$ cat src/hw/daa_regs_pkg.sv
// Constants for the gain, daisy-chain, filter and calibration register bank.
// Assumes an 8-bit register port from the serial-port frame decoder.
package daa_regs_pkg;

  // Register indices on the register port
  localparam logic [4:0] ADDR_LINE_INFO_AND_COARSE_GAIN = 5'h0d;
  localparam logic [4:0] ADDR_CHAIN_CONTROL = 5'h0e;
  localparam logic [4:0] ADDR_FINE_GAIN_CONTROL = 5'h0f;
  localparam logic [4:0] ADDR_FILTER_TYPE_CONTROL = 5'h10;
  localparam logic [4:0] ADDR_CALIBRATION_CONTROL = 5'h11;

  // Line info and coarse gain fields
  localparam int LINE_VARIANT_BIT = 6;
  localparam int REVISION_MSB = 5;
  localparam int REVISION_LSB = 2;
  localparam int RX_COARSE_BIT = 1;
  localparam int TX_COARSE_BIT = 0;

  // Chain control fields
  localparam int SLAVE_COUNT_MSB = 7;
  localparam int SLAVE_COUNT_LSB = 5;
  localparam int SLOT_SEL_MSB = 4;
  localparam int SLOT_SEL_LSB = 3;
  localparam int SYNC_SPACING_BIT = 2;
  localparam int RING_POL_BIT = 1;
  localparam int CHAIN_EN_BIT = 0;
  localparam logic [7:0] CHAIN_RESET_MODE01 = 8'h02;
  localparam logic [7:0] CHAIN_RESET_MODE2 = 8'h3f;
  localparam logic [1:0] SERIAL_MODE_2 = 2'h2;

  // Slot select encodings
  localparam logic [1:0] SLOT_16BIT = 2'h0;
  localparam logic [1:0] SLOT_15BIT_LSB1 = 2'h2;
  localparam logic [1:0] SLOT_15BIT_LSB0 = 2'h3;

  // Frame-sync spacing in bit-clock periods
  localparam logic [5:0] SYNC_PERIOD_WIDE = 6'h20;
  localparam logic [5:0] SYNC_PERIOD_NARROW = 6'h10;

  // Fine gain fields
  localparam int TX_MUTE_BIT = 7;
  localparam int TX_STEP_MSB = 6;
  localparam int TX_STEP_LSB = 4;
  localparam int RX_MUTE_BIT = 3;
  localparam int RX_STEP_MSB = 2;
  localparam int RX_STEP_LSB = 0;
  localparam logic [3:0] GAIN_STEP_DB = 4'h3;
  localparam logic [3:0] GAIN_MAX_DB = 4'hc;

  // Filter register
  localparam int FILTER_SEL_BIT = 4;
  localparam logic [3:0] FILTER_LOW_FIXED = 4'h8;
  localparam logic [7:0] FILTER_RESET = 8'h08;

  // Calibration register
  localparam int MANUAL_CAL_BIT = 6;
  localparam int AUTO_CAL_DIS_BIT = 5;

endpackage

$ cat src/hw/daa_gain_chain_filter_regs.sv
// Gain, daisy-chain, filter and calibration registers of the host-side chip.
// Assumes the register port is driven by the serial-port decoder on clk_i;
// mode-select and request pins arrive asynchronously and are synchronised here.
`timescale 1ns/100ps
`default_nettype none

module daa_gain_chain_filter_regs
  import daa_regs_pkg::*;
(
  input wire logic clk_i,
  input wire logic rst_i,
  input wire logic reg_write_i,
  input wire logic reg_read_i,
  input wire logic [4:0] reg_addr_i,
  input wire logic [7:0] reg_wdata_i,
  output logic [7:0] reg_rdata_o,
  input wire logic [1:0] mode_select_i,
  input wire logic line_variant_flag_i,
  input wire logic [3:0] line_side_revision_i,
  input wire logic ring_detect_i,
  input wire logic delayed_sync_i,
  input wire logic request_or_ring_pin_i,
  output logic request_or_ring_pin_o,
  output logic request_or_ring_pin_oe_o,
  output logic ring_or_delayed_sync_pin_o,
  output logic secondary_request_o,
  output logic rx_coarse_boost_o,
  output logic tx_coarse_cut_o,
  output logic transmit_mute_o,
  output logic [3:0] transmit_attenuation_db_o,
  output logic receive_mute_o,
  output logic [3:0] receive_gain_db_o,
  output logic chain_enable_o,
  output logic [2:0] slave_count_o,
  output logic serial_out_lsb_force_o,
  output logic serial_out_lsb_value_o,
  output logic [5:0] frame_sync_period_o,
  output logic recursive_filter_select_o,
  output logic manual_cal_trigger_o,
  output logic auto_cal_disable_o
);

  typedef struct packed {
    // Synchronisers
    logic [1:0] mode_s1;
    logic [1:0] mode_s2;
    logic req_s1;
    logic req_s2;
    // Register contents
    logic rx_coarse_boost;
    logic tx_coarse_cut;
    logic [7:0] chain;
    logic [7:0] fine;
    logic recursive_filter_select;
    logic manual_cal;
    logic auto_cal_disable;
    // Output copies
    logic [7:0] rdata;
    logic cal_pulse;
    logic req_pin_o;
    logic req_pin_oe;
    logic sync_pin_o;
    logic secondary_request;
    logic rx_boost_out;
    logic tx_cut_out;
    logic tx_mute;
    logic [3:0] tx_att_db;
    logic rx_mute;
    logic [3:0] rx_gain_db;
    logic chain_en;
    logic [2:0] slaves;
    logic lsb_force;
    logic lsb_value;
    logic [5:0] sync_period;
    logic filter_out;
    logic auto_cal_out;
  } state_t;

  state_t state_q;
  state_t state_d;

  // Fine gain step to dB: codes with the top bit set saturate
  function automatic logic [3:0] step_to_db(input logic [2:0] code);
    logic [3:0] db;
    db = GAIN_MAX_DB;
    if (!code[2])
    begin
      db = 4'((GAIN_STEP_DB * code[1:0]));
    end
    return db;
  endfunction

  logic chain_on;
  logic [1:0] slot_sel;

  always_comb
  begin
    state_d = state_q;
    chain_on = 1'b0;
    slot_sel = 2'h0;

    // Pins cross into clk_i through two stages
    // Only the second stage is read by logic, so no metastable level leaks
    state_d.mode_s1 = mode_select_i;
    state_d.mode_s2 = state_q.mode_s1;
    state_d.req_s1 = request_or_ring_pin_i;
    state_d.req_s2 = state_q.req_s1;

    state_d.cal_pulse = 1'b0;

    // Register writes
    if (reg_write_i)
    begin
      case (reg_addr_i)
        ADDR_LINE_INFO_AND_COARSE_GAIN:
        begin
          state_d.rx_coarse_boost = reg_wdata_i[RX_COARSE_BIT];
          state_d.tx_coarse_cut = reg_wdata_i[TX_COARSE_BIT];
        end
        ADDR_CHAIN_CONTROL:
        begin
          state_d.chain = reg_wdata_i;
        end
        ADDR_FINE_GAIN_CONTROL:
        begin
          state_d.fine = reg_wdata_i;
        end
        ADDR_FILTER_TYPE_CONTROL:
        begin
          // Only the select bit is stored; the fixed pattern is not writable
          state_d.recursive_filter_select = reg_wdata_i[FILTER_SEL_BIT];
        end
        ADDR_CALIBRATION_CONTROL:
        begin
          // Trigger fires on every write with bit 6 set, even if already set
          state_d.manual_cal = reg_wdata_i[MANUAL_CAL_BIT];
          state_d.cal_pulse = reg_wdata_i[MANUAL_CAL_BIT];
          state_d.auto_cal_disable = reg_wdata_i[AUTO_CAL_DIS_BIT];
        end
        default:
        begin
          // Other banks own the remaining addresses
          state_d.chain = state_q.chain;
        end
      endcase
    end

    // Register reads; read data holds until the next read
    if (reg_read_i)
    begin
      case (reg_addr_i)
        ADDR_LINE_INFO_AND_COARSE_GAIN:
        begin
          state_d.rdata = 8'h00;
          state_d.rdata[LINE_VARIANT_BIT] = line_variant_flag_i;
          state_d.rdata[REVISION_MSB:REVISION_LSB] = line_side_revision_i;
          state_d.rdata[RX_COARSE_BIT] = state_q.rx_coarse_boost;
          state_d.rdata[TX_COARSE_BIT] = state_q.tx_coarse_cut;
        end
        ADDR_CHAIN_CONTROL:
        begin
          state_d.rdata = state_q.chain;
        end
        ADDR_FINE_GAIN_CONTROL:
        begin
          state_d.rdata = state_q.fine;
        end
        ADDR_FILTER_TYPE_CONTROL:
        begin
          state_d.rdata = {3'h0, state_q.recursive_filter_select, FILTER_LOW_FIXED};
        end
        ADDR_CALIBRATION_CONTROL:
        begin
          state_d.rdata = 8'h00;
          state_d.rdata[MANUAL_CAL_BIT] = state_q.manual_cal;
          state_d.rdata[AUTO_CAL_DIS_BIT] = state_q.auto_cal_disable;
        end
        default:
        begin
          // Unmapped here: other banks answer for their own addresses
          state_d.rdata = 8'h00;
        end
      endcase
    end

    // Chain fields take effect only while chaining is on
    chain_on = state_q.chain[CHAIN_EN_BIT];
    slot_sel = state_q.chain[SLOT_SEL_MSB:SLOT_SEL_LSB];
    state_d.chain_en = chain_on;
    // Defaults stand whenever chaining is off
    state_d.slaves = 3'h0;
    state_d.lsb_force = 1'b0;
    state_d.lsb_value = 1'b0;
    state_d.sync_period = SYNC_PERIOD_WIDE;

    if (chain_on)
    begin
      state_d.slaves = state_q.chain[SLAVE_COUNT_MSB:SLAVE_COUNT_LSB];
      if (state_q.chain[SYNC_SPACING_BIT])
      begin
        state_d.sync_period = SYNC_PERIOD_NARROW;
      end
      case (slot_sel)
        SLOT_16BIT:
        begin
          state_d.lsb_force = 1'b0;
          state_d.lsb_value = 1'b0;
        end
        SLOT_15BIT_LSB1:
        begin
          state_d.lsb_force = 1'b1;
          state_d.lsb_value = 1'b1;
        end
        SLOT_15BIT_LSB0:
        begin
          state_d.lsb_force = 1'b1;
          state_d.lsb_value = 1'b0;
        end
        default:
        begin
          // Reserved code 01: no forced bit, so the word stays 16 bits wide
          state_d.lsb_force = 1'b0;
          state_d.lsb_value = 1'b0;
        end
      endcase
    end

    // Pin roles: chained gives ring on request pin, delayed sync on ring pin
    if (chain_on)
    begin
      state_d.req_pin_oe = 1'b1;
      // Polarity clear keeps the pin active low, like the unchained ring pin
      if (state_q.chain[RING_POL_BIT])
      begin
        state_d.req_pin_o = ring_detect_i;
      end
      else
      begin
        state_d.req_pin_o = !ring_detect_i;
      end
      state_d.sync_pin_o = delayed_sync_i;
      state_d.secondary_request = 1'b0;
    end
    else
    begin
      // Request pin is an input here; its synced level is passed on
      state_d.req_pin_oe = 1'b0;
      state_d.req_pin_o = 1'b0;
      state_d.sync_pin_o = !ring_detect_i;
      state_d.secondary_request = state_q.req_s2;
    end

    // Gain outputs
    state_d.rx_boost_out = state_q.rx_coarse_boost;
    state_d.tx_cut_out = state_q.tx_coarse_cut;
    state_d.tx_mute = state_q.fine[TX_MUTE_BIT];
    state_d.tx_att_db = step_to_db(state_q.fine[TX_STEP_MSB:TX_STEP_LSB]);
    state_d.rx_mute = state_q.fine[RX_MUTE_BIT];
    state_d.rx_gain_db = step_to_db(state_q.fine[RX_STEP_MSB:RX_STEP_LSB]);
    state_d.filter_out = state_q.recursive_filter_select;
    state_d.auto_cal_out = state_q.auto_cal_disable;

    if (rst_i)
    begin
      // Mode pins keep syncing through reset so the default sees a settled mode
      // Fine gain, coarse gain and calibration bits default to zero
      state_d = '0;
      state_d.mode_s1 = mode_select_i;
      state_d.mode_s2 = state_q.mode_s1;
      if (state_q.mode_s2 == SERIAL_MODE_2)
      begin
        state_d.chain = CHAIN_RESET_MODE2;
      end
      else
      begin
        state_d.chain = CHAIN_RESET_MODE01;
      end
      state_d.recursive_filter_select = FILTER_RESET[FILTER_SEL_BIT];
      state_d.sync_period = SYNC_PERIOD_WIDE;
      // Unchained ring pin idles high, as its ring sense is active low
      state_d.sync_pin_o = 1'b1;
    end
  end

  always_ff @(posedge clk_i)
  begin
    state_q <= state_d;
  end

  // Register port
  assign reg_rdata_o = state_q.rdata;

  // Pin drivers
  assign request_or_ring_pin_o = state_q.req_pin_o;
  assign request_or_ring_pin_oe_o = state_q.req_pin_oe;
  assign ring_or_delayed_sync_pin_o = state_q.sync_pin_o;
  assign secondary_request_o = state_q.secondary_request;

  // Gain, chain, filter and calibration controls
  assign rx_coarse_boost_o = state_q.rx_boost_out;
  assign tx_coarse_cut_o = state_q.tx_cut_out;
  assign transmit_mute_o = state_q.tx_mute;
  assign transmit_attenuation_db_o = state_q.tx_att_db;
  assign receive_mute_o = state_q.rx_mute;
  assign receive_gain_db_o = state_q.rx_gain_db;
  assign chain_enable_o = state_q.chain_en;
  assign slave_count_o = state_q.slaves;
  assign serial_out_lsb_force_o = state_q.lsb_force;
  assign serial_out_lsb_value_o = state_q.lsb_value;
  assign frame_sync_period_o = state_q.sync_period;
  assign recursive_filter_select_o = state_q.filter_out;
  assign manual_cal_trigger_o = state_q.cal_pulse;
  assign auto_cal_disable_o = state_q.auto_cal_out;

endmodule

`default_nettype wire

$ cat config.mk
export PLATFORM = sky130hd
export DESIGN_NAME = daa_gain_chain_filter_regs
export DESIGN_NICKNAME = d
export VERILOG_FILES = /design/src/hw/daa_regs_pkg.sv /design/src/hw/daa_gain_chain_filter_regs.sv
export SDC_FILE = /design/constraint.sdc
export NUM_CORES = 1
export LEC_CHECK = 0
export BUFFER_PORTS_ARGS = -buffer_cell sky130_fd_sc_hd__buf_2
export CAP_MARGIN = 30
export CORE_AREA = 2 2 80 82
export CTS_BUF_LIST = sky130_fd_sc_hd__clkbuf_8 sky130_fd_sc_hd__clkbuf_16
export DETAILED_ROUTE_END_ITERATION = 10
export DIE_AREA = 0 0 82 84
export PLACE_DENSITY = 0.76
export SYNTH_ARGS = -nofsm -noshare
export SYNTH_HDL_FRONTEND = slang
export SYNTH_SLANG_ARGS = --single-unit
$ cat constraint.sdc
create_clock -name clk_i -period 1.5 [get_ports clk_i]
set_input_delay 0.225 -clock clk_i [delete_from_list [all_inputs] [get_ports clk_i]]
set_output_delay 0.225 -clock clk_i [all_outputs]
set_load 0.005 [all_outputs]
=== Word level (Yosys, flattened, before mapping) ===
Cells that the tools add are included.

* Bits in registers: 66
* Input bits: 27
* Output and inout port bits: 39
* Word-level logic and storage cells: 76

* $mul: 2
* Equal/unequal tests: 8
* Mux-type cells: 18
* Bitwise operators: 3
* Reductions and logical operators: 13

{| class="wikitable"
|+ Operators by type and width
! operator !! number
|-
| 2-to-1 mux 58 bit || 1
|-
| case mux 8 bit (5 select lines) || 1
|-
| 2-to-1 mux 8 bit || 3
|-
| 2-to-1 mux 19 bit || 1
|-
| equality test 5 x 4 -> 1 bit (second input constant) || 3
|-
| 2-to-1 mux 4 bit || 3
|-
| 2-to-1 mux 6 bit || 2
|-
| 2-to-1 mux 11 bit || 1
|-
| equality test 5 bit (second input constant) || 2
|-
| AND reduction 2 bit || 5
|-
| multiplier 2 x 2 -> 4 bit (first input constant) || 2
|-
| OR reduction 2 bit || 4
|-
| equality test 2 bit (second input constant) || 3
|-
| 2-to-1 mux 1 bit || 4
|-
| case mux 2 bit (2 select lines) || 1
|-
| nonzero test 2 bit || 2
|-
| inverter 1 bit || 3
|-
| OR reduction 3 bit || 1
|-
| 2-to-1 mux 2 bit || 1
|-
| zero test 1 bit || 1
|}

=== Depth between registers and ports, before layout ===
Gate-level depths: netlist of the first run.

* Word-level depth: 4
* Mapped depth: 6
* Gate-level depth less buffers: 4

=== Worst setup path after synthesis of the first run ===
No wires, ideal clock.

* Kind: input-to-reg
* From: input reg_addr_i[1]
* To: register state_q, in the netlist chain_on (enable)
* Setup time: 326 ps
* Arrival: 1067 ps
* Data required time: 1174 ps
* Slack: 107 ps
* Stages on the path: 4
* Path buffers: 2
* Cells stage by stage: buf_2 > buf_2 > nor3b_2 > a21o_1

* Cells in the longest elaborated chain, start to end: 3

{| class="wikitable"
|+ RTL lines
! what !! line !! source
|-
| start, declared || daa_gain_chain_filter_regs.sv:14 || <nowiki>input wire logic [4:0] reg_addr_i,</nowiki>
|-
| equality test 5 x 4 -> 1 bit || daa_gain_chain_filter_regs.sv:114 || <nowiki>case (reg_addr_i)</nowiki>
|-
| nonzero test 2 bit (no line) || - ||
|-
| AND reduction 2 bit (no line) || - ||
|-
| end signal, assigned || daa_gain_chain_filter_regs.sv:287 || <nowiki>state_q <= state_d;</nowiki>
|-
| end, declared || daa_gain_chain_filter_regs.sv:79 || <nowiki>state_t state_q;</nowiki>
|}

No other way between the ends.
A chain may end at the register's enable or synchronous reset.

=== Worst setup path after layout of the first run ===
* From: register state_q, in the netlist chain_on
* To: register state_q, in the netlist reg_rdata_o[0]

* Cells in the longest elaborated chain, start to end: 1

{| class="wikitable"
|+ RTL lines
! what !! line !! source
|-
| case mux 8 bit (5 select lines) || daa_gain_chain_filter_regs.sv:151 || <nowiki>case (reg_addr_i)</nowiki>
|}

No other way between the ends.

==> results.json, run 1 <==
{
  "antenna_found_initial": 0,
  "first_global_vias": 1696,
  "worst_skew_pair.late_latency_ns": 0.34,
  "post-route-period-util_pct": 84.04,
  "gr-total-overflow": 0,
  "synth_flop_cell": "dfxtp_1",
  "finClkSkew_ns": 0.01180,
  "powerDensity_nw_per_um2": 1100,
  "critical_path_peak_fanout": 5,
  "die_x_um": 82,
  "initial_utilization_pct": 41.46,
  "cp-end-kind": "flop",
  "ys_seq_area_share_pct": 51.49,
  "place_congestion": 0.8762,
  "routedWlPerCell_um": 13.47,
  "grt_setup_unrepaired": "false",
  "dp_hpwl_mm": 3.699,
  "portBuffers": 61,
  "synthesis.area_um2": 2527,
  "rows": 29,
  "grt_first_pass_wirelength_mm": 8.004,
  "cp-start-kind": "flop",
  "clock.fmax_mhz": 793.3,
  "first_iter_violations": 79,
  "die_h_um": 84,
  "synth_cell_types": 39,
  "final_core_util_pct": 49.01,
  "cts-root-buf": "clkbuf_8",
  "ant_nets": 0,
  "p_leak_nw": 1.374,
  "final_hold_viol_count": 0,
  "final_common_cell": "buf_2",
  "synth_edf_count": 8,
  "status": "finished, final reports clean",
  "slew_violations": 0,
  "clock_path_buffers": 2,
  "coreArea_um2": 6096,
  "ys_ff_latch": 61,
  "area_growth_pct": 18.22,
  "setup_violations": 0,
  "drcViolationCount": 0,
  "h-tree-depth": 3,
  "io_pins": 66,
  "hold_depth": 2,
  "clk_pin_slew_worst_paths_ns": 0.07,
  "crit_slowest_cell": "edfxtp_1",
  "grt_util_all_layers_pct": 15.72,
  "reg2reg_to": "reg_rdata_o[0]",
  "r2r_slack_ns": 0.24,
  "timing.rr.start": "chain_on",
  "vias": 1732,
  "vdd_drop_max_v": 0.0004974,
  "synthArstFlopShare_pct": 0,
  "yosys_warnings": 0,
  "die_area_um2": 6888,
  "final_nets": 318,
  "cp.required_ns": 1.73,
  "hold-path-endpoint": "state_q[61]",
  "maxCapViolations": 0,
  "clock_sinks": 61,
  "syn_area_per_cell_um2": 10.71,
  "reg2regPathDepth": 4,
  "cts_inserted_buffers": 9,
  "min_from": "request_or_ring_pin_i",
  "dr.pass1.iters": 4,
  "path_cells": "mux2_2 -> a22o_1 -> a21oi_1 -> nor2_1",
  "final_cell_mix": "buf_2, dfxtp_1, nor2_1",
  "hold_class": "primary input to flop",
  "min_period_ns": 1.261,
  "grt_max_degree": 19,
  "max_stage_delay_ns": 0.48,
  "setup_tns_ns": 0,
  "crit_arrival_ns": 1.49,
  "num_antenna_cells": 0,
  "routed_via_density": 4.694,
  "cts_tree": "done",
  "drive_above_1_share_pct": 33.22,
  "synthCells": 236,
  "routed_wl_mm": 4.971,
  "path_class": "flop to flop"
}
[flip-flops by register name, indices dropped and copies added (netlist names), 2 cells and up]
name	flops
slave_count_o	3
reg_rdata_o	8
slot_sel	2
frame_sync_period_o	2
state_q	24
transmit_attenuation_db_o	4
receive_gain_db_o	4
[power by group]
part	internal [mW]	total (mW)	leakage, nW	switching, mW
logic	0.106	0.222	0.755	0.116
clock network	0.766	1.35	0.108	0.584
registers	1.70	1.72	0.511	0.0180
total	2.57	3.29	1.37	0.718
[cells by family after synthesis]
group           count (synthesis)  share of synthesized area (%)
mux                            20                          8.119
fa+ha+maj                       4                          1.980
buf+inv                        39                          10.40
other cells                     1                         0.1484
xor+xnor                        1                         0.3466
simple gates                   80                          18.12
compound gates                 30                          9.406
flops                          61                          51.49
[worst max-delay path: cells and delay by family (launching register included)]
family / cells / cell delay [ns]
AO/OA/AOI/OAI: 2 / 0.32
flip-flops: 1 / 0.48
multiplexers: 1 / 0.30
AND/OR/NAND/NOR: 1 / 0.05
[layer usage]
layer,up-vias,global-route usage [%],part of all wire [%]
li1,875,-,-
met1,800,18.49,44
met2,47,23.80,49
met3,10,6.818,5.6
met4,0,8.333,2.2
met5,-,0,0
[final cells by class]
cell class	instances	area, um^2
Clock buffer	13	178.9
Clock inverter	3	12.51
Fill cell	580	3108
Inverter	3	11.26
Multi-Input combinational cell	139	974.7
Sequential cell	61	1301
Tap cell	77	96.34
Timing Repair Buffer	73	412.9
[worst max path at each step]
stage | end | start | slack, ns | cells after the start
3_5_place_dp | state_q[39] | reg_addr_i[0] | 0.10 | 5
2_1_floorplan | chain_on | reg_addr_i[1] | 0.11 | 4
6_report | reg_rdata_o[0] | chain_on | 0.24 | 4
3_3_place_gp | state_q[51] | reg_addr_i[4] | 0.13 | 4
4_1_cts | reg_rdata_o[0] | chain_on | 0.23 | 4
5_1_grt | reg_rdata_o[0] | chain_on | 0.18 | 4
[Yosys cell counts, types with 3 or more instances]
master | number | area share [%]
edfxtp_1 | 8 | 9.5
nor2_1 | 27 | 4.0
nand2_1 | 5 | 0.74
nor2b_1 | 15 | 3.7
dfxtp_1 | 53 | 42
a21oi_1 | 9 | 1.8
a21o_1 | 7 | 2.1
clkbuf_1 | 5 | 0.74
mux2_2 | 4 | 1.8
nor3_1 | 4 | 0.79
and2_1 | 8 | 2.0
nand3_1 | 5 | 0.99
a22o_1 | 3 | 1.0
nor3b_2 | 3 | 1.5
ha_1 | 4 | 2.0
buf_2 | 3 | 0.59
nand2b_1 | 4 | 0.99
mux2i_1 | 16 | 6.3
buf_4 | 26 | 7.7
inv_1 | 3 | 0.45
[through the flow]
step                      setup WS, ns  total power [mW]  instances  instance area, um^2  hold WS, ns
after floorplan                 0.1069             1.886        239                 2539       0.2527
after global placement          0.1284             1.966        351                 2776       0.3113
after detailed placement        0.1027             1.970        351                 2776       0.3168
after CTS                       0.2311             3.338        369                 2988      0.07370
after global routing            0.1830             3.434        369                 2988      0.08184
final                           0.2395             3.287        369                 2988      0.09504
[timing repair]
item	4_1_cts	5_1_grt
gates resized for setup	0	0
hold buffers	2	0
setup buffers	0	0
endpoints found under the hold margin	2	0
No activity file was read; power rests on OpenSTA's default activity.
==> run 2, diff against run 1 <==
clock period = 1.3 ns   (was 1.5 ns; I/O delays follow)
==> run 2 against run 1 <==
Clock-buffer cell count is the same. Sequential share of layout area is 0.58 points lower. Non-clock buffer count is 4 higher. Cell count grew 0.81%. Utilization increased by 0.66 points. Largest power group unchanged. Die area unchanged.
==> results.json, run 2 (synthesis gave the netlist of run 1 again) <==
{
  "status": "finished, final reports clean",
  "final_cell_mix": "buf_2, dfxtp_1, nor2_1",
  "die_area_um2": 6888,
  "fillers": 567,
  "finClkSkew_ns": 0.006422,
  "routed_wl_mm": 5.165,
  "vdd_drop_max_v": 0.0005320,
  "dp_slack_ns": -0.04908,
  "crit_arrival_ns": 1.42,
  "multi_input_area_um2": 988.4,
  "antenna_found_initial": 0,
  "area_growth_pct": 19.80,
  "critical_path_peak_fanout": 2,
  "max_stage_delay_ns": 0.40,
  "num_antenna_cells": 0,
  "dp_hpwl_mm": 3.922,
  "die_x_um": 82,
  "cp.required_ns": 1.52,
  "grt_first_pass_wirelength_mm": 8.142,
  "post-route-period-util_pct": 91.94,
  "first_global_vias": 1651,
  "drcViolationCount": 0,
  "final_nets": 322,
  "dr.pass1.iters": 4,
  "clk_pin_slew_worst_paths_ns": 0.06,
  "clock_sinks": 61,
  "grt_max_degree": 20,
  "place_congestion": 0.8428,
  "cp-end-kind": "flop",
  "die_h_um": 84,
  "timing.hold.ws_ns": 0.07084,
  "grt_util_all_layers_pct": 16.01,
  "ant_nets": 0,
  "io_pins": 66,
  "routed_via_density": 4.656,
  "setup_tns_ns": 0,
  "crit_slowest_cell": "edfxtp_1",
  "cp-start-kind": "flop",
  "min_period_ns": 1.195,
  "maxCapViolations": 0,
  "setup_violations": 0,
  "routedWlPerCell_um": 13.88,
  "top_register": "state_q",
  "fin_ws_ns": 0.1048,
  "rows": 29,
  "clock_path_buffers": 2,
  "coreArea_um2": 6096,
  "powerDensity_nw_per_um2": 1259,
  "final_hold_viol_count": 0,
  "cts_tree": "done",
  "h-tree-depth": 3,
  "finish.instance_area_um2": 3028,
  "path_class": "flop to flop",
  "largest_reg_flops": 24,
  "portBuffers": 61,
  "cts-root-buf": "clkbuf_8",
  "p_leak_nw": 1.392,
  "finalPower_mw": 3.814,
  "vias": 1732,
  "final_common_cell": "buf_2",
  "first_iter_violations": 129,
  "worst_skew_pair.late_latency_ns": 0.34,
  "hold_class": "primary input to flop",
  "cts_setup_buffers": 0,
  "regArea_um2": 1301,
  "initial_utilization_pct": 41.46,
  "grt_setup_unrepaired": "false",
  "dpl_cell_area_um2": 2820,
  "path_cells": "mux2_2 -> a22o_1 -> a21oi_1 -> nor2_1",
  "slew_violations": 0,
  "clock.fmax_mhz": 836.7,
  "gr-total-overflow": 0,
  "cts_inserted_buffers": 9,
  "drive_above_1_share_pct": 34.58
}
## run 2: what timing repair did
item                      4_1_cts  5_1_grt
resized for setup               0        0
hold endpoints to repair        2        0
hold buffers                    2        0
## run 2: cell type report
class,count,share of cell area [%]
multi-input combinational,139,32.64
clock inverter,2,0.2893
inverter,3,0.3719
clock buffer,13,5.909
sequential,61,42.98
timing repair buffer,77,14.63
tap,77,3.182
## run 2: critical path, delay by kind of cell, from the launching register on
kind	cells	cell delay (ns)
muxes	1	0.29
AOI/OAI and AO/OA	2	0.35
and+or+nand+nor	1	0.06
DFF	1	0.40
## run 2: path summary, 6_finish.rpt
| path | to | start | slack, ns | cells past startpoint |
|---|---|---|---|---|
| setup / recovery | reg_rdata_o[1] | state_q[51] | 0.10 | 4 |
| setup reg to reg | reg_rdata_o[1] | state_q[51] | 0.10 | 4 |
| hold reg to reg | state_q[63] | state_q[65] | 0.33 | 0 |
| hold / removal | ring_or_delayed_sync_pin_o | delayed_sync_i | 0.07 | 2 |
## run 2: power by group
part           leakage, nW  switching [mW]  total (mW)  internal [mW]
Combinational        0.778           0.144       0.278          0.134
Clock                0.103           0.677        1.56          0.879
Sequential           0.511          0.0201        1.98           1.96
Total                 1.39           0.841        3.81           2.97
## run 2: per-layer routing
layer | part of all wire [%] | track usage, % | up-vias
met4 | 1.6 | 6.818 | 0
met5 | 0 | 0 | -
met2 | 47 | 23.95 | 58
li1 | - | - | 883
met3 | 6.4 | 6.061 | 6
met1 | 45 | 20.42 | 785
## run 2: metrics by stage
stage	util, %	instances
final	49.67	372
after detailed placement	46.26	355
after global placement	46.26	355
after global routing	49.67	372
after CTS	49.67	372
after floorplan	-	239
==> run 3, diff against run 2 <==
BUFFER_PORTS_ARGS = -buffer_cell sky130_fd_sc_hd__clkbuf_2   (was -buffer_cell sky130_fd_sc_hd__buf_2)
==> run 3 against run 2 <==
Via count increased by 0.92%. Register-to-register slack hardly changed. Sequential power is essentially flat. Power up 1.4%. Design area grew 1.0%. Routed wire length down 3.3%. Worst hold slack gained 0.0020 ns. Global-route usage hardly changed. Maximum frequency is 1.0% higher. Worst setup slack better by 0.012 ns. First-iteration DRC count is 40% lower. Utilization grew 0.51 points. Largest cell class unchanged.
==> results.json, run 3 (synthesis gave the netlist of run 1 again) <==
{
  "status": "finished, final reports clean",
  "fillers": 570,
  "final_common_cell": "clkbuf_2",
  "cts_tree": "done",
  "hold_class": "primary input to flop",
  "setup_violations": 0,
  "routedWlPerCell_um": 13.32,
  "top_register": "state_q",
  "vias": 1748,
  "worst_skew_pair.late_latency_ns": 0.33,
  "dp_hpwl_mm": 3.711,
  "final_cell_mix": "clkbuf_2, dfxtp_1, nor2_1",
  "path_class": "flop to flop",
  "post-route-period-util_pct": 91.02,
  "cp-end-kind": "flop",
  "p_leak_nw": 1.388,
  "antenna_found_initial": 0,
  "area_growth_pct": 21.04,
  "cp-start-kind": "flop",
  "drive_above_1_share_pct": 35.23,
  "maxCapViolations": 0,
  "first_iter_violations": 78,
  "clk_pin_slew_worst_paths_ns": 0.06,
  "stdcell_count": 375,
  "grt_setup_unrepaired": "false",
  "routed_wl_mm": 4.994,
  "num_antenna_cells": 0,
  "initial_utilization_pct": 41.46,
  "io_pins": 66,
  "clock.fmax_mhz": 845.1,
  "h-tree-depth": 3,
  "gr-total-overflow": 0,
  "grt_max_degree": 20,
  "critical_path_peak_fanout": 2,
  "portBuffers": 61,
  "endpoint": "reg_rdata_o[2]",
  "slew_violations": 0,
  "routed_via_density": 4.661,
  "vdd_drop_max_v": 0.0006581,
  "dr.pass1.iters": 4,
  "reg2reg_to": "reg_rdata_o[2]",
  "cp.required_ns": 1.51,
  "largest_reg_flops": 24,
  "grt_first_pass_wirelength_mm": 8.169,
  "place_congestion": 0.8634,
  "grt_util_all_layers_pct": 15.97,
  "startpoint": "state_q[52]",
  "die_area_um2": 6888,
  "timing.rr.start": "state_q[52]",
  "min_period_ns": 1.183,
  "ant_nets": 0,
  "powerDensity_nw_per_um2": 1264,
  "clock_sinks": 61,
  "crit_arrival_ns": 1.40,
  "dp_cells": 358,
  "crit_slowest_cell": "edfxtp_1",
  "cts_setup_buffers": 0,
  "max_stage_delay_ns": 0.41,
  "dp_slack_ns": -0.02746,
  "hold_depth": 2,
  "cts_inserted_buffers": 9,
  "rows": 29,
  "die_x_um": 82,
  "finClkSkew_ns": 0.006809,
  "coreArea_um2": 6096,
  "path_cells": "mux2_2 -> a22o_1 -> a21oi_1 -> nor2_1",
  "cts-root-buf": "clkbuf_8",
  "ctsHoldBuffers": 2,
  "r2r_slack_ns": 0.12,
  "first_global_vias": 1732,
  "die_h_um": 84,
  "fin_ws_ns": 0.1168,
  "clock_path_buffers": 2,
  "drcViolationCount": 0,
  "reg2regPathDepth": 4,
  "post_cts_resized": 0,
  "final_hold_viol_count": 0,
  "final_nets": 325
}
[run 3: cell types whose count changed in the layout (fill, tap and decap cells not counted), sizes merged]
| cell | delta |
|---|---|
| clkbuf | +62 |
| buf | -58 |
| clkinv | -1 |
[run 3: power by group]
group	switching, mW	internal, mW	total, mW
Combinational	0.143	0.139	0.282
Sequential	0.0205	1.96	1.98
Clock	0.668	0.936	1.60
[run 3: worst min-delay path by stage]
stage                     startpoint                          to  slack [ns]
2_1_floorplan       mode_select_i[0]                 state_q[64]        0.22
3_3_place_gp        mode_select_i[1]                 state_q[65]        0.30
3_5_place_dp        mode_select_i[1]                 state_q[65]        0.30
4_1_cts               delayed_sync_i  ring_or_delayed_sync_pin_o        0.06
5_1_grt        request_or_ring_pin_i                 state_q[61]        0.06
6_report       request_or_ring_pin_i                 state_q[61]        0.07
[run 3: stage by stage]
| stage | utilization [%] | instance area [um^2] | hold slack (ns) | setup TNS (ns) | total power [mW] |
|---|---|---|---|---|---|
| final | 50.18 | 3059 | 0.07285 | 0 | 3.866 |
| after global routing | 50.18 | 3059 | 0.06025 | 0 | 4.029 |
| after CTS | 50.18 | 3059 | 0.05752 | 0 | 3.918 |
| after detailed placement | 46.63 | 2843 | 0.2989 | -0.1410 | 2.299 |
| after global placement | 46.63 | 2843 | 0.2986 | 0 | 2.294 |
| after floorplan | - | 2556 | 0.2227 | 0 | 2.182 |
[run 3: per-layer routing]
metal | global-route usage, % | routed length (um)
met1 | 19.70 | 2319
met2 | 24.24 | 2291
met3 | 5.736 | 283
met4 | 8.030 | 99
met5 | 0 | 0
[run 3: critical path: cells and delay by family (launching register included)]
family	cells	cell delay, ns
AND/OR/NAND/NOR	1	0.06
multiplexers	1	0.28
AO/OA/AOI/OAI	2	0.32
flip-flops	1	0.41
[run 3: layout make-up]
| class | instances | area (um^2) | area share (%) |
|---|---|---|---|
| clock buffer | 14 | 192.7 | 6.299 |
| sequential | 61 | 1301 | 42.54 |
| multi-input combinational | 139 | 988.4 | 32.31 |
| inverter | 3 | 11.26 | 0.3681 |
| timing repair buffer | 80 | 465.4 | 15.21 |
| tap | 77 | 96.34 | 3.149 |
| clock inverter | 1 | 3.754 | 0.1227 |
